===== src/include/timer_pkg.sv =====
// Purpose: Shared constants for the dual timer/event counter block.
// Assumes: Register indices are word indices; byte address is 4 x index.
// Notes:   Control reset value leaves the edge select at high-to-low.
package timer_pkg;

	// Register word indices
	localparam logic [4:0] IDX_INTERRUPT_CONTROL      = 5'h0B;
	localparam logic [4:0] IDX_C0_COUNT  = 5'h0D;
	localparam logic [4:0] IDX_C0_CTRL   = 5'h0E;
	localparam logic [4:0] IDX_C1_HIGH   = 5'h0F;
	localparam logic [4:0] IDX_C1_LOW    = 5'h10;
	localparam logic [4:0] IDX_C1_CTRL   = 5'h11;

	// Control field positions
	localparam int         PSC_LSB       = 0;
	localparam int         EDGE_BIT      = 3;
	localparam int         RUN_BIT       = 4;
	localparam int         MODE_LSB      = 6;

	// Interrupt control field positions
	localparam int         C0_IE_BIT     = 2;
	localparam int         C1_IE_BIT     = 3;
	localparam int         C0_FLAG_BIT   = 5;
	localparam int         C1_FLAG_BIT   = 6;

	// Implemented bits and reset values
	localparam logic [7:0] C0_CTRL_MASK  = 8'hDF;
	localparam logic [7:0] C1_CTRL_MASK  = 8'hD8;
	localparam logic [7:0] INTERRUPT_CONTROL_MASK     = 8'h6C;
	localparam logic [7:0] CTRL_RST      = 8'h08;
	localparam logic [7:0] INTERRUPT_CONTROL_RST      = 8'h00;

	// Mode field codes
	localparam logic [1:0] MODE_UNUSED   = 2'h0;
	localparam logic [1:0] MODE_EVENT    = 2'h1;
	localparam logic [1:0] MODE_TIMER    = 2'h2;
	localparam logic [1:0] MODE_PULSE    = 2'h3;

	// Instruction clock is system clock divided by 4
	localparam logic [2:0] INSTR_DIV_SEL = 3'h1;
	localparam int         PSC_CNT_W     = 8;

	typedef enum logic [1:0] {
		PW_IDLE,
		PW_ARMED,
		PW_COUNT
	} pw_state_e;

endpackage : timer_pkg


===== src/core/dual_timer.sv =====
// Purpose: Two count-up timer/event counters behind a Wishbone slave.
// Assumes: Classic Wishbone, 32-bit data, byte data on lane 0.
// Notes:   Unmapped addresses ack with zero data and ignore writes.
//
// Design decision made here: the Wishbone interface to the registers.
`timescale 1ns/100ps

// What this block does
// - Counter 0 prescaler code n divides system clock by 2^(n+1).
// - Counter 0 control bit 3 picks edge: 0 rising, 1 falling.
// - Counter 0 control bit 4 is its run bit.
// - Mode bits 7:6: 01 event, 10 timer, 11 pulse width, 00 unused.
// - Low byte write fills buffer; high write loads 16-bit preload.
// - High byte read captures low byte into buffer for later read.
// - Counter 1 uses pin in event mode, instruction clock in timer and pulse modes.
// - Counter 1 overflow past FFFF reloads preload and sets flag bit 6.
// - Pulse mode counts from active edge until pin returns; clears run.
// - After a measurement, wait for run set and a fresh edge.
// - Overflow in pulse mode reloads and raises request as usual.
// - Counter 1 run bit 4 auto-clears only at pulse measurement end.
// - Counter 1 overflow is a wake-up source.
// - Counter 1 enable bit at 0 blocks its interrupt in every mode.
// - Stopped: preload write loads counter too; running: preload only.
// - Reading counter 1 high byte holds its count for that cycle.
// - Counter 1 control bit 3 picks edge: 0 rising, 1 falling.
// - Control bits 2:0 and 5 of counter 1, bit 5 of counter 0 read 0.
// - Counter 1 run bit 1 enables counting, 0 disables it.
// - Counter 0 overflow past FF reloads preload and sets flag bit 5.
// - Counter 1 is 16 bits; clock from pin or system clock / 4.
// - Counter 0 running: writes go to preload; stopped: counter too.
module dual_timer (
	// Clock, enable and reset
	input  wire logic        clk_i,
	input  wire logic        rst_i,
	input  wire logic        ce_i,
	// Wishbone slave
	input  wire logic        wb_cyc_i,
	input  wire logic        wb_stb_i,
	input  wire logic        wb_we_i,
	input  wire logic [7:0]  wb_adr_i,
	input  wire logic [3:0]  wb_sel_i,
	input  wire logic [31:0] wb_dat_i,
	output logic [31:0]      wb_dat_o,
	output logic             wb_ack_o,
	// Counter input pins
	input  wire logic        counter0_input_pin_i,
	input  wire logic        counter1_input_pin_i,
	// Interrupt requests and wake-up
	output logic             counter0_irq_o,
	output logic             counter1_irq_o,
	output logic             wake_o
);
	import timer_pkg::*;

	// Bus decode
	logic       take;
	logic       wr;
	logic       rd;
	logic [4:0] idx;
	logic       mapped_hi;
	logic [7:0] wbyte;
	logic [7:0] rbyte;

	assign take      = wb_cyc_i && wb_stb_i && !wb_ack_o;
	assign idx       = wb_adr_i[6:2];
	assign mapped_hi = !wb_adr_i[7];
	assign wr        = take && wb_we_i && wb_sel_i[0] && mapped_hi;
	assign rd        = take && !wb_we_i && mapped_hi;
	assign wbyte     = wb_dat_i[7:0];

	logic wr_interrupt_control;
	logic wr_c0_cnt;
	logic wr_c0_ctrl;
	logic wr_c1_high;
	logic wr_c1_low;
	logic wr_c1_ctrl;
	logic rd_c0_cnt;
	logic rd_c1_high;

	assign wr_interrupt_control    = wr && (idx == IDX_INTERRUPT_CONTROL);
	assign wr_c0_cnt  = wr && (idx == IDX_C0_COUNT);
	assign wr_c0_ctrl = wr && (idx == IDX_C0_CTRL);
	assign wr_c1_high = wr && (idx == IDX_C1_HIGH);
	assign wr_c1_low  = wr && (idx == IDX_C1_LOW);
	assign wr_c1_ctrl = wr && (idx == IDX_C1_CTRL);
	assign rd_c0_cnt  = rd && (idx == IDX_C0_COUNT);
	assign rd_c1_high = rd && (idx == IDX_C1_HIGH);

	// Registers
	logic [7:0]  interrupt_control_q;
	logic [7:0]  c0_ctrl_q;
	logic [7:0]  c0_cnt_q;
	logic [7:0]  c0_pre_q;
	logic [7:0]  c1_ctrl_q;
	logic [15:0] c1_cnt_q;
	logic [15:0] c1_pre_q;
	logic [7:0]  c1_buf_q;
	pw_state_e   c0_pw_q;
	pw_state_e   c1_pw_q;

	// Pin synchronisers and clock sources
	logic c0_pin;
	logic c1_pin;
	logic c0_pin_prev_q;
	logic c1_pin_prev_q;
	logic c0_tick;
	logic c1_tick;

	pin_sync u_sync0 (
		.clk_i   (clk_i),
		.rst_i   (rst_i),
		.ce_i    (ce_i),
		.pin_i   (counter0_input_pin_i),
		.level_o (c0_pin)
	);

	pin_sync u_sync1 (
		.clk_i   (clk_i),
		.rst_i   (rst_i),
		.ce_i    (ce_i),
		.pin_i   (counter1_input_pin_i),
		.level_o (c1_pin)
	);

	tick_divider u_psc0 (
		.clk_i     (clk_i),
		.rst_i     (rst_i),
		.ce_i      (ce_i),
		.div_sel_i (c0_ctrl_q[PSC_LSB+:3]),
		.tick_o    (c0_tick)
	);

	tick_divider u_instr (
		.clk_i     (clk_i),
		.rst_i     (rst_i),
		.ce_i      (ce_i),
		.div_sel_i (INSTR_DIV_SEL),
		.tick_o    (c1_tick)
	);

	always_ff @(posedge clk_i) begin
		if (rst_i) begin
			c0_pin_prev_q <= 1'b0;
			c1_pin_prev_q <= 1'b0;
		end else if (ce_i) begin
			c0_pin_prev_q <= c0_pin;
			c1_pin_prev_q <= c1_pin;
		end
	end

	// Edge detection, edge choice per control bit 3
	logic [1:0] c0_mode;
	logic [1:0] c1_mode;
	logic       c0_run;
	logic       c1_run;
	logic       c0_act;
	logic       c0_ret;
	logic       c1_act;
	logic       c1_ret;

	assign c0_mode = c0_ctrl_q[MODE_LSB+:2];
	assign c1_mode = c1_ctrl_q[MODE_LSB+:2];
	assign c0_run  = c0_ctrl_q[RUN_BIT];
	assign c1_run  = c1_ctrl_q[RUN_BIT];
	assign c0_act  = c0_ctrl_q[EDGE_BIT] ? (c0_pin_prev_q && !c0_pin)
		: (!c0_pin_prev_q && c0_pin);
	assign c0_ret  = c0_ctrl_q[EDGE_BIT] ? (!c0_pin_prev_q && c0_pin)
		: (c0_pin_prev_q && !c0_pin);
	assign c1_act  = c1_ctrl_q[EDGE_BIT] ? (c1_pin_prev_q && !c1_pin)
		: (!c1_pin_prev_q && c1_pin);
	assign c1_ret  = c1_ctrl_q[EDGE_BIT] ? (!c1_pin_prev_q && c1_pin)
		: (c1_pin_prev_q && !c1_pin);

	// Count steps; a read of the count register blocks the step
	logic c0_step;
	logic c1_step;
	logic c0_ovf;
	logic c1_ovf;
	logic c0_pw_done;
	logic c1_pw_done;

	always_comb begin
		c0_step = 1'b0;
		unique case (c0_mode)
			MODE_EVENT:  c0_step = c0_run && c0_act;
			MODE_TIMER:  c0_step = c0_run && c0_tick;
			MODE_PULSE:  c0_step = c0_run && c0_tick && (c0_pw_q == PW_COUNT);
			MODE_UNUSED: c0_step = 1'b0;
		endcase
		if (rd_c0_cnt) begin
			c0_step = 1'b0;
		end
	end

	always_comb begin
		c1_step = 1'b0;
		unique case (c1_mode)
			MODE_EVENT:  c1_step = c1_run && c1_act;
			MODE_TIMER:  c1_step = c1_run && c1_tick;
			MODE_PULSE:  c1_step = c1_run && c1_tick && (c1_pw_q == PW_COUNT);
			MODE_UNUSED: c1_step = 1'b0;
		endcase
		if (rd_c1_high) begin
			c1_step = 1'b0;
		end
	end

	assign c0_ovf     = c0_step && (c0_cnt_q == 8'hFF);
	assign c1_ovf     = c1_step && (c1_cnt_q == 16'hFFFF);
	assign c0_pw_done = (c0_pw_q == PW_COUNT) && c0_ret && c0_run;
	assign c1_pw_done = (c1_pw_q == PW_COUNT) && c1_ret && c1_run;

	// Pulse-width sequencing: armed only by a run set, started by an edge
	always_ff @(posedge clk_i) begin
		if (rst_i) begin
			c0_pw_q <= PW_IDLE;
		end else if (ce_i) begin
			if (!c0_run || c0_mode != MODE_PULSE) begin
				c0_pw_q <= PW_IDLE;
			end else begin
				unique case (c0_pw_q)
					PW_IDLE:  c0_pw_q <= PW_ARMED;
					PW_ARMED: if (c0_act) c0_pw_q <= PW_COUNT;
					PW_COUNT: if (c0_ret) c0_pw_q <= PW_IDLE;
				endcase
			end
		end
	end

	always_ff @(posedge clk_i) begin
		if (rst_i) begin
			c1_pw_q <= PW_IDLE;
		end else if (ce_i) begin
			if (!c1_run || c1_mode != MODE_PULSE) begin
				c1_pw_q <= PW_IDLE;
			end else begin
				unique case (c1_pw_q)
					PW_IDLE:  c1_pw_q <= PW_ARMED;
					PW_ARMED: if (c1_act) c1_pw_q <= PW_COUNT;
					PW_COUNT: if (c1_ret) c1_pw_q <= PW_IDLE;
				endcase
			end
		end
	end

	// Control registers; a software write beats the hardware run clear
	always_ff @(posedge clk_i) begin
		if (rst_i) begin
			c0_ctrl_q <= CTRL_RST;
		end else if (ce_i) begin
			if (wr_c0_ctrl) begin
				c0_ctrl_q <= wbyte & C0_CTRL_MASK;
			end else if (c0_pw_done) begin
				c0_ctrl_q[RUN_BIT] <= 1'b0;
			end
		end
	end

	always_ff @(posedge clk_i) begin
		if (rst_i) begin
			c1_ctrl_q <= CTRL_RST;
		end else if (ce_i) begin
			if (wr_c1_ctrl) begin
				c1_ctrl_q <= wbyte & C1_CTRL_MASK;
			end else if (c1_pw_done) begin
				c1_ctrl_q[RUN_BIT] <= 1'b0;
			end
		end
	end

	// Counter 0 count and preload
	always_ff @(posedge clk_i) begin
		if (rst_i) begin
			c0_cnt_q <= '0;
			c0_pre_q <= '0;
		end else if (ce_i) begin
			if (wr_c0_cnt) begin
				c0_pre_q <= wbyte;
			end
			if (wr_c0_cnt && !c0_run) begin
				c0_cnt_q <= wbyte;
			end else if (c0_ovf) begin
				c0_cnt_q <= c0_pre_q;
			end else if (c0_step) begin
				c0_cnt_q <= c0_cnt_q + 8'h01;
			end
		end
	end

	// Counter 1 byte buffer, shared by write staging and read latching
	always_ff @(posedge clk_i) begin
		if (rst_i) begin
			c1_buf_q <= '0;
		end else if (ce_i) begin
			if (wr_c1_low) begin
				c1_buf_q <= wbyte;
			end else if (rd_c1_high) begin
				c1_buf_q <= c1_cnt_q[7:0];
			end
		end
	end

	// Counter 1 count and preload
	always_ff @(posedge clk_i) begin
		if (rst_i) begin
			c1_cnt_q <= '0;
			c1_pre_q <= '0;
		end else if (ce_i) begin
			if (wr_c1_high) begin
				c1_pre_q <= {wbyte, c1_buf_q};
			end
			if (wr_c1_high && !c1_run) begin
				c1_cnt_q <= {wbyte, c1_buf_q};
			end else if (c1_ovf) begin
				c1_cnt_q <= c1_pre_q;
			end else if (c1_step) begin
				c1_cnt_q <= c1_cnt_q + 16'h0001;
			end
		end
	end

	// Interrupt control: a hardware set wins over a software clear
	always_ff @(posedge clk_i) begin
		if (rst_i) begin
			interrupt_control_q <= INTERRUPT_CONTROL_RST;
		end else if (ce_i) begin
			if (wr_interrupt_control) begin
				interrupt_control_q <= wbyte & INTERRUPT_CONTROL_MASK;
			end
			if (c0_ovf) begin
				interrupt_control_q[C0_FLAG_BIT] <= 1'b1;
			end
			if (c1_ovf) begin
				interrupt_control_q[C1_FLAG_BIT] <= 1'b1;
			end
		end
	end

	assign counter0_irq_o = interrupt_control_q[C0_FLAG_BIT] && interrupt_control_q[C0_IE_BIT];
	assign counter1_irq_o = interrupt_control_q[C1_FLAG_BIT] && interrupt_control_q[C1_IE_BIT];

	// Wake pulse regardless of interrupt enables
	always_ff @(posedge clk_i) begin
		if (rst_i) begin
			wake_o <= 1'b0;
		end else if (ce_i) begin
			wake_o <= c1_ovf || c0_ovf;
		end
	end

	// Read mux and acknowledge, one cycle after the request is taken
	always_comb begin
		rbyte = 8'h00;
		unique case (idx)
			IDX_INTERRUPT_CONTROL:     rbyte = interrupt_control_q;
			IDX_C0_COUNT: rbyte = c0_cnt_q;
			IDX_C0_CTRL:  rbyte = c0_ctrl_q;
			IDX_C1_HIGH:  rbyte = c1_cnt_q[15:8];
			IDX_C1_LOW:   rbyte = c1_buf_q;
			IDX_C1_CTRL:  rbyte = c1_ctrl_q;
			default:      rbyte = 8'h00;
		endcase
		if (!mapped_hi) begin
			rbyte = 8'h00;
		end
	end

	always_ff @(posedge clk_i) begin
		if (rst_i) begin
			wb_ack_o <= 1'b0;
			wb_dat_o <= '0;
		end else if (ce_i) begin
			wb_ack_o <= take;
			if (take) begin
				wb_dat_o <= {24'h000000, rbyte};
			end
		end
	end

	// Checks
	a_c1_ovf_reload: assert property (@(posedge clk_i)
		disable iff (rst_i) (ce_i && c1_ovf && !wr_c1_high) |=>
		(c1_cnt_q == $past(c1_pre_q) && interrupt_control_q[C1_FLAG_BIT]))
		else $error("counter 1 overflow did not reload and flag");

	a_c0_ovf_reload: assert property (@(posedge clk_i)
		disable iff (rst_i) (ce_i && c0_ovf && !wr_c0_cnt) |=>
		(c0_cnt_q == $past(c0_pre_q) && interrupt_control_q[C0_FLAG_BIT]))
		else $error("counter 0 overflow did not reload and flag");

	a_low_write_held: assert property (@(posedge clk_i)
		disable iff (rst_i) (ce_i && wr_c1_low) |=>
		(c1_pre_q == $past(c1_pre_q) && c1_buf_q == $past(wbyte)))
		else $error("low byte write reached preload");

	a_high_read_latch: assert property (@(posedge clk_i)
		disable iff (rst_i) (ce_i && rd_c1_high) |=>
		(c1_buf_q == $past(c1_cnt_q[7:0]) && $stable(c1_cnt_q)))
		else $error("high byte read did not latch or hold count");

	a_pw_run_clear: assert property (@(posedge clk_i)
		disable iff (rst_i) (ce_i && c1_pw_done && !wr_c1_ctrl) |=>
		(!c1_ctrl_q[RUN_BIT] && c1_pw_q == PW_IDLE))
		else $error("pulse end did not clear run");

	a_unused_mode_idle: assert property (@(posedge clk_i)
		disable iff (rst_i) (ce_i && c1_mode == MODE_UNUSED && !wr_c1_high)
		|=> $stable(c1_cnt_q))
		else $error("counter 1 counted in unused mode");

	a_stopped_preload: assert property (@(posedge clk_i)
		disable iff (rst_i) (ce_i && wr_c1_high && !c1_run) |=>
		(c1_cnt_q == c1_pre_q && c1_cnt_q[15:8] == $past(wbyte)))
		else $error("stopped preload write did not load counter");

	a_irq_follows_ovf: assert property (@(posedge clk_i)
		disable iff (rst_i) (ce_i && c1_ovf && !wr_interrupt_control) |=>
		(counter1_irq_o == interrupt_control_q[C1_IE_BIT]) && wake_o)
		else $error("counter 1 request or wake wrong after overflow");

	a_unused_bits_zero: assert property (@(posedge clk_i)
		disable iff (rst_i)
		(c1_ctrl_q[2:0] == 3'h0) && !c1_ctrl_q[5] && !c0_ctrl_q[5])
		else $error("unimplemented control bit set");

	a_bus_ack_once: assert property (@(posedge clk_i) disable iff (rst_i)
		(ce_i && take) |=> wb_ack_o ##1 (!wb_ack_o || !ce_i))
		else $error("ack not a single cycle");

endmodule : dual_timer


===== src/core/pin_sync.sv =====
// Purpose: Three-stage synchroniser with agreement filter for a pin.
// Assumes: Pin is asynchronous to clk_i.
// Notes:   Output follows once stages two and three agree.
`timescale 1ns/100ps
module pin_sync (
	// Clock and reset
	input  wire logic clk_i,
	input  wire logic rst_i,
	input  wire logic ce_i,
	// Pin and filtered level
	input  wire logic pin_i,
	output logic      level_o
);

	logic s1_q;
	logic s2_q;
	logic s3_q;

	always_ff @(posedge clk_i) begin
		if (rst_i) begin
			s1_q    <= 1'b0;
			s2_q    <= 1'b0;
			s3_q    <= 1'b0;
			level_o <= 1'b0;
		end else if (ce_i) begin
			s1_q <= pin_i;
			s2_q <= s1_q;
			s3_q <= s2_q;
			if (s2_q == s3_q) begin
				level_o <= s3_q;
			end
		end
	end

endmodule : pin_sync


===== src/core/tick_divider.sv =====
// Purpose: Free-running divider giving a one-cycle tick every 2^(sel+1).
// Assumes: sel 0 divides by 2, sel 7 by 256.
// Notes:   Cleared by reset so the first tick is deterministic.
`timescale 1ns/100ps
module tick_divider (
	// Clock and reset
	input  wire logic       clk_i,
	input  wire logic       rst_i,
	input  wire logic       ce_i,
	// Divide select and tick
	input  wire logic [2:0] div_sel_i,
	output logic            tick_o
);
	import timer_pkg::*;

	logic [PSC_CNT_W-1:0] cnt_q;
	logic [PSC_CNT_W-1:0] mask;

	assign mask   = 8'hFF >> (3'h7 - div_sel_i);
	assign tick_o = &(cnt_q | ~mask);

	always_ff @(posedge clk_i) begin
		if (rst_i) begin
			cnt_q <= '0;
		end else if (ce_i) begin
			cnt_q <= cnt_q + 8'h01;
		end
	end

endmodule : tick_divider


===== config.mk =====
export PLATFORM = sky130hd
export DESIGN_NAME = dual_timer
export DESIGN_NICKNAME = d
export VERILOG_FILES = /design/src/include/timer_pkg.sv /design/src/core/dual_timer.sv /design/src/core/pin_sync.sv /design/src/core/tick_divider.sv
export SDC_FILE = /design/constraint.sdc
export NUM_CORES = 1
export LEC_CHECK = 0
export ABC_AREA = 0
export BUFFER_PORTS_ARGS = -buffer_cell sky130_fd_sc_hd__buf_2
export CAP_MARGIN = 20
export CORE_ASPECT_RATIO = 1.2
export CORE_MARGIN = 4
export CORE_UTILIZATION = 29
export CTS_CLUSTER_SIZE = 12
export DETAILED_ROUTE_END_ITERATION = 10
export PLACE_DENSITY = 0.51
export SYNTH_ARGS = -nofsm -noshare
export SYNTH_HDL_FRONTEND = slang
export SYNTH_SLANG_ARGS = --single-unit

===== constraint.sdc =====
create_clock -name clk_i -period 5.9 [get_ports clk_i]
set_input_delay 1.77 -clock clk_i [delete_from_list [all_inputs] [get_ports clk_i]]
set_output_delay 1.77 -clock clk_i [all_outputs]
set_load 0.005 [all_outputs]

==> flow_summary.yaml <==
status:
  status: "completed"
logic_synthesis:
  synth_common_cells: "dfxtp_1, nor2_1, nand2_1"
  synth_edf_count: 0
  synth_seq_cells: 105
  synth_warnings: 0
  netlist_top_cells_area: "dfxtp_1, mux2i_1, nor2_1"
  synth_most_common_cell: "dfxtp_1"
  synth.distinct_cells: 71
  synth_top_area_share_pct: 35.8
  netlist_area_um2: 5870
  syn_avg_cell_area_um2: 8.40
  yosysSeqAreaShare_pct: 35.8
  synth_cells: 699
  ys.flop_type: "dfxtp_1"
  netlist.top_cell.by_area: "dfxtp_1"
  synthArstFlopShare_pct: 0
worst_setup_path:
  cp-endpoint: "c1_cnt_q[3]"
  path_cells: "buf_2 -> nand3b_4 -> o41ai_2 -> a21oi_2 -> buf_4 -> and3_1 -> or3_1 -> a41oi_2"
  path_depth: 8
  path_class: "input pin to register"
  startpoint: "wb_adr_i[6]"
  timing.rr.end: "c0_cnt_q[1]"
  crit_family: "simple AND/OR/NAND/NOR gates"
  critPathLaunchType: "input pin"
  r2r.worst_path.cells: 5
  slowest_stage: "and3_1"
  r2r_start: "c0_ctrl_q[1]"
  end_kind: "register"
  max_stage_delay_ps: 510
  crit_buf_inv: 2
  worst-endpoint-required_ps: 6170
  worstPathMaxFanout: 19
  regToRegSetupSlack_ps: 3140
  arrival_ps: 4000
cts:
  cts_buffer_depth: 2
  h-tree-depth: 3
  tritoncts: "yes"
  cts_resized: 0
  clk_pin_slew_ps: 70
  numCtsBuffers: 9
  cts_root_buffer: "clkbuf_16"
  post_cts_buffers: 0
  clkSinkCount: 105
  clkLatencyLatePin_ps: 350
  ctsHoldBuffers: 0
power_and_ir_drop:
  cellPowerDensity_nw_per_um2: 219
  p_seq_share_pct: 51.0
  p_clk_share_pct: 43.6
  vdd.ir_drop.worst_uv: 154
  p_comb_share_pct: 5.4
  swShare_pct: 23.4
  p_leak_nw: 2.26
  p_total_mw: 1.41
  p_sw_mw: 0.330
  p_int_mw: 1.08
timing:
  fin_crit_sh_pct: 63.3
  fin_worst_skew_ps: 8.99
  relSlewSlack_pct: 37.8
  period_needed_ps: 3740
  slew_viol_final: 0
  rsz0062_at_grt: "no"
  tns_ps: 0
  hold_viol: 0
  setup_viol: 0
  worst_pin_slew_ps: 933
  clock.fmax_ghz: 0.268
grt:
  grt_overflow_total: 0
  grt_pass1_wl_um: 26400
  grtUsageTotal_pct: 15.1
  grt_max_degree: 71
  grt_pass1_vias: 4611
  antenna_found_initial: 0
die:
  core-area_um2: 19800
  fp.dieW_um: 138
  start_util_pct: 29.7
  fp.dieArea_um2: 22600
  rows: 56
  die-height_um: 164
  ioPinCount: 88
drt:
  post_drt_wl_per_cell_um: 17.4
  vias_per_cell: 5.08
  wl_um: 16900
  drt.antenna.violating_nets: 0
  initialDrtViolationCount: 239
  route.vias.total: 4945
  post-route-drc-count: 0
  first_pass_iters: 4
finish:
  nNetsFinal: 769
  area_delta_synth_final_pct: 9.35
  num_antenna_cells: 0
  drive_above_1_share_pct: 10.5
min_path:
  hp-class: "register to register"
  min-delay-start: "c1_pre_q[13]"
placed_design:
  port_buffers: 34
  place_congestion: 0.811
  dp_hpwl_um: 11700
flow_run:
  cap_violations: 0
[cells by family (layout without fill, tap and decap cells)]
family	after synthesis	count (layout)	share of synthesized area, %
DFF	105	105	35.8
muxes	52	52	9.03
buffers and inverters	82	73	7.52
other	1	24	0.0638
and+or+nand+nor	259	259	22.3
xor gates and xnor gates	25	25	3.73
adders and majority gates	10	10	2.09
AOI/OAI and AO/OA	165	165	19.5
[worst register-to-register path: cells and delay by family (launching register included)]
| family | cells | cell delay [ps] |
|---|---|---|
| AOI/OAI and AO/OA | 5 | 2240 |
| DFF | 1 | 400 |
[power by group through the flow]
stage | combinational [mW] | sequential, mW | clock (mW)
3_5_place_dp | 0.0760 | 0.734 | 0
6_report | 0.0761 | 0.718 | 0.614
2_1_floorplan | 0.0567 | 0.733 | 0
3_3_place_gp | 0.0759 | 0.734 | 0
5_1_grt | 0.0840 | 0.718 | 0.653
4_1_cts | 0.0761 | 0.718 | 0.632
[worst min-delay path by stage]
stage / end / slack, ps / cells past startpoint
global placement: c1_pre_q[13] / 440 / 2
CTS: c1_pre_q[13] / 450 / 2
detailed placement: c1_pre_q[13] / 440 / 2
finish: c1_pre_q[13] / 450 / 2
floorplan: c1_pre_q[13] / 430 / 2
global route: c1_pre_q[13] / 470 / 2
[layout make-up]
cell class / count / area, um^2
flip-flops and latches: 105 / 2100
multi-input cells: 535 / 3420
fillers: 2125 / 13300
clock inverters: 4 / 52.6
clock buffers: 12 / 246
inverters: 17 / 63.8
well taps: 261 / 327
repair buffers: 40 / 215
[flip-flops by register name, summed over array words and instances, names as in the netlist, 2 cells and up]
| signal | cells |
|---|---|
| c1_pre_q | 16 |
| interrupt_control_q | 4 |
| c1_ctrl_q | 4 |
| wb_dat_o | 8 |
| u_psc0.cnt_q | 8 |
| c0_cnt_q | 8 |
| c1_buf_q | 8 |
| c0_ctrl_q | 7 |
| c0_pw_q | 2 |
| c0_pre_q | 8 |
| c1_pw_q | 2 |
| u_instr.cnt_q | 2 |
| c1_cnt_q | 16 |
[through the flow]
stage | setup slack, ps | cell area, um^2 | hold slack, ps | cells | utilization, %
2_1_floorplan | 2520 | 5960 | 431 | 722 | -
3_5_place_dp | 1800 | 6120 | 444 | 958 | 31.0
5_1_grt | 2000 | 6420 | 471 | 974 | 32.5
6_report | 2160 | 6420 | 452 | 974 | 32.5
4_1_cts | 2160 | 6420 | 453 | 974 | 32.5
3_3_place_gp | 1820 | 6120 | 438 | 958 | 31.0
[per-layer routing]
metal | global-route usage, % | vias to the layer above | wire (um)
li1 | - | 2461 | -
met1 | 20.4 | 2344 | 7760
met2 | 24.3 | 117 | 8000
met3 | 2.18 | 23 | 684
met4 | 5.53 | 0 | 477
met5 | 0 | - | 0
[cell usage in the layout (no fill, tap or decap), types with 5 or more instances in the layout]
cell | Yosys | final
a211oi_1 | 12 | 12
a21oi_1 | 42 | 42
a22oi_1 | 25 | 25
a311oi_1 | 6 | 6
a31oi_1 | 7 | 7
and2_1 | 14 | 14
and3_1 | 9 | 9
buf_2 | 8 | 34
buf_4 | 25 | 6
clkbuf_16 | 0 | 9
conb_1 | 1 | 24
dfxtp_1 | 105 | 105
ha_1 | 9 | 9
inv_1 | 16 | 16
mux2_2 | 8 | 8
mux2i_1 | 44 | 44
nand2_1 | 73 | 73
nand2b_1 | 10 | 10
nand3_1 | 22 | 22
nand4_1 | 6 | 6
nor2_1 | 76 | 76
nor2b_1 | 7 | 7
nor3_1 | 7 | 7
o211ai_1 | 7 | 7
o21ai_0 | 26 | 26
o2bb2ai_1 | 5 | 5
o32ai_1 | 5 | 5
or3_1 | 7 | 7
xnor2_1 | 11 | 11
xor2_1 | 14 | 14
(Power assumes the default switching activity.)
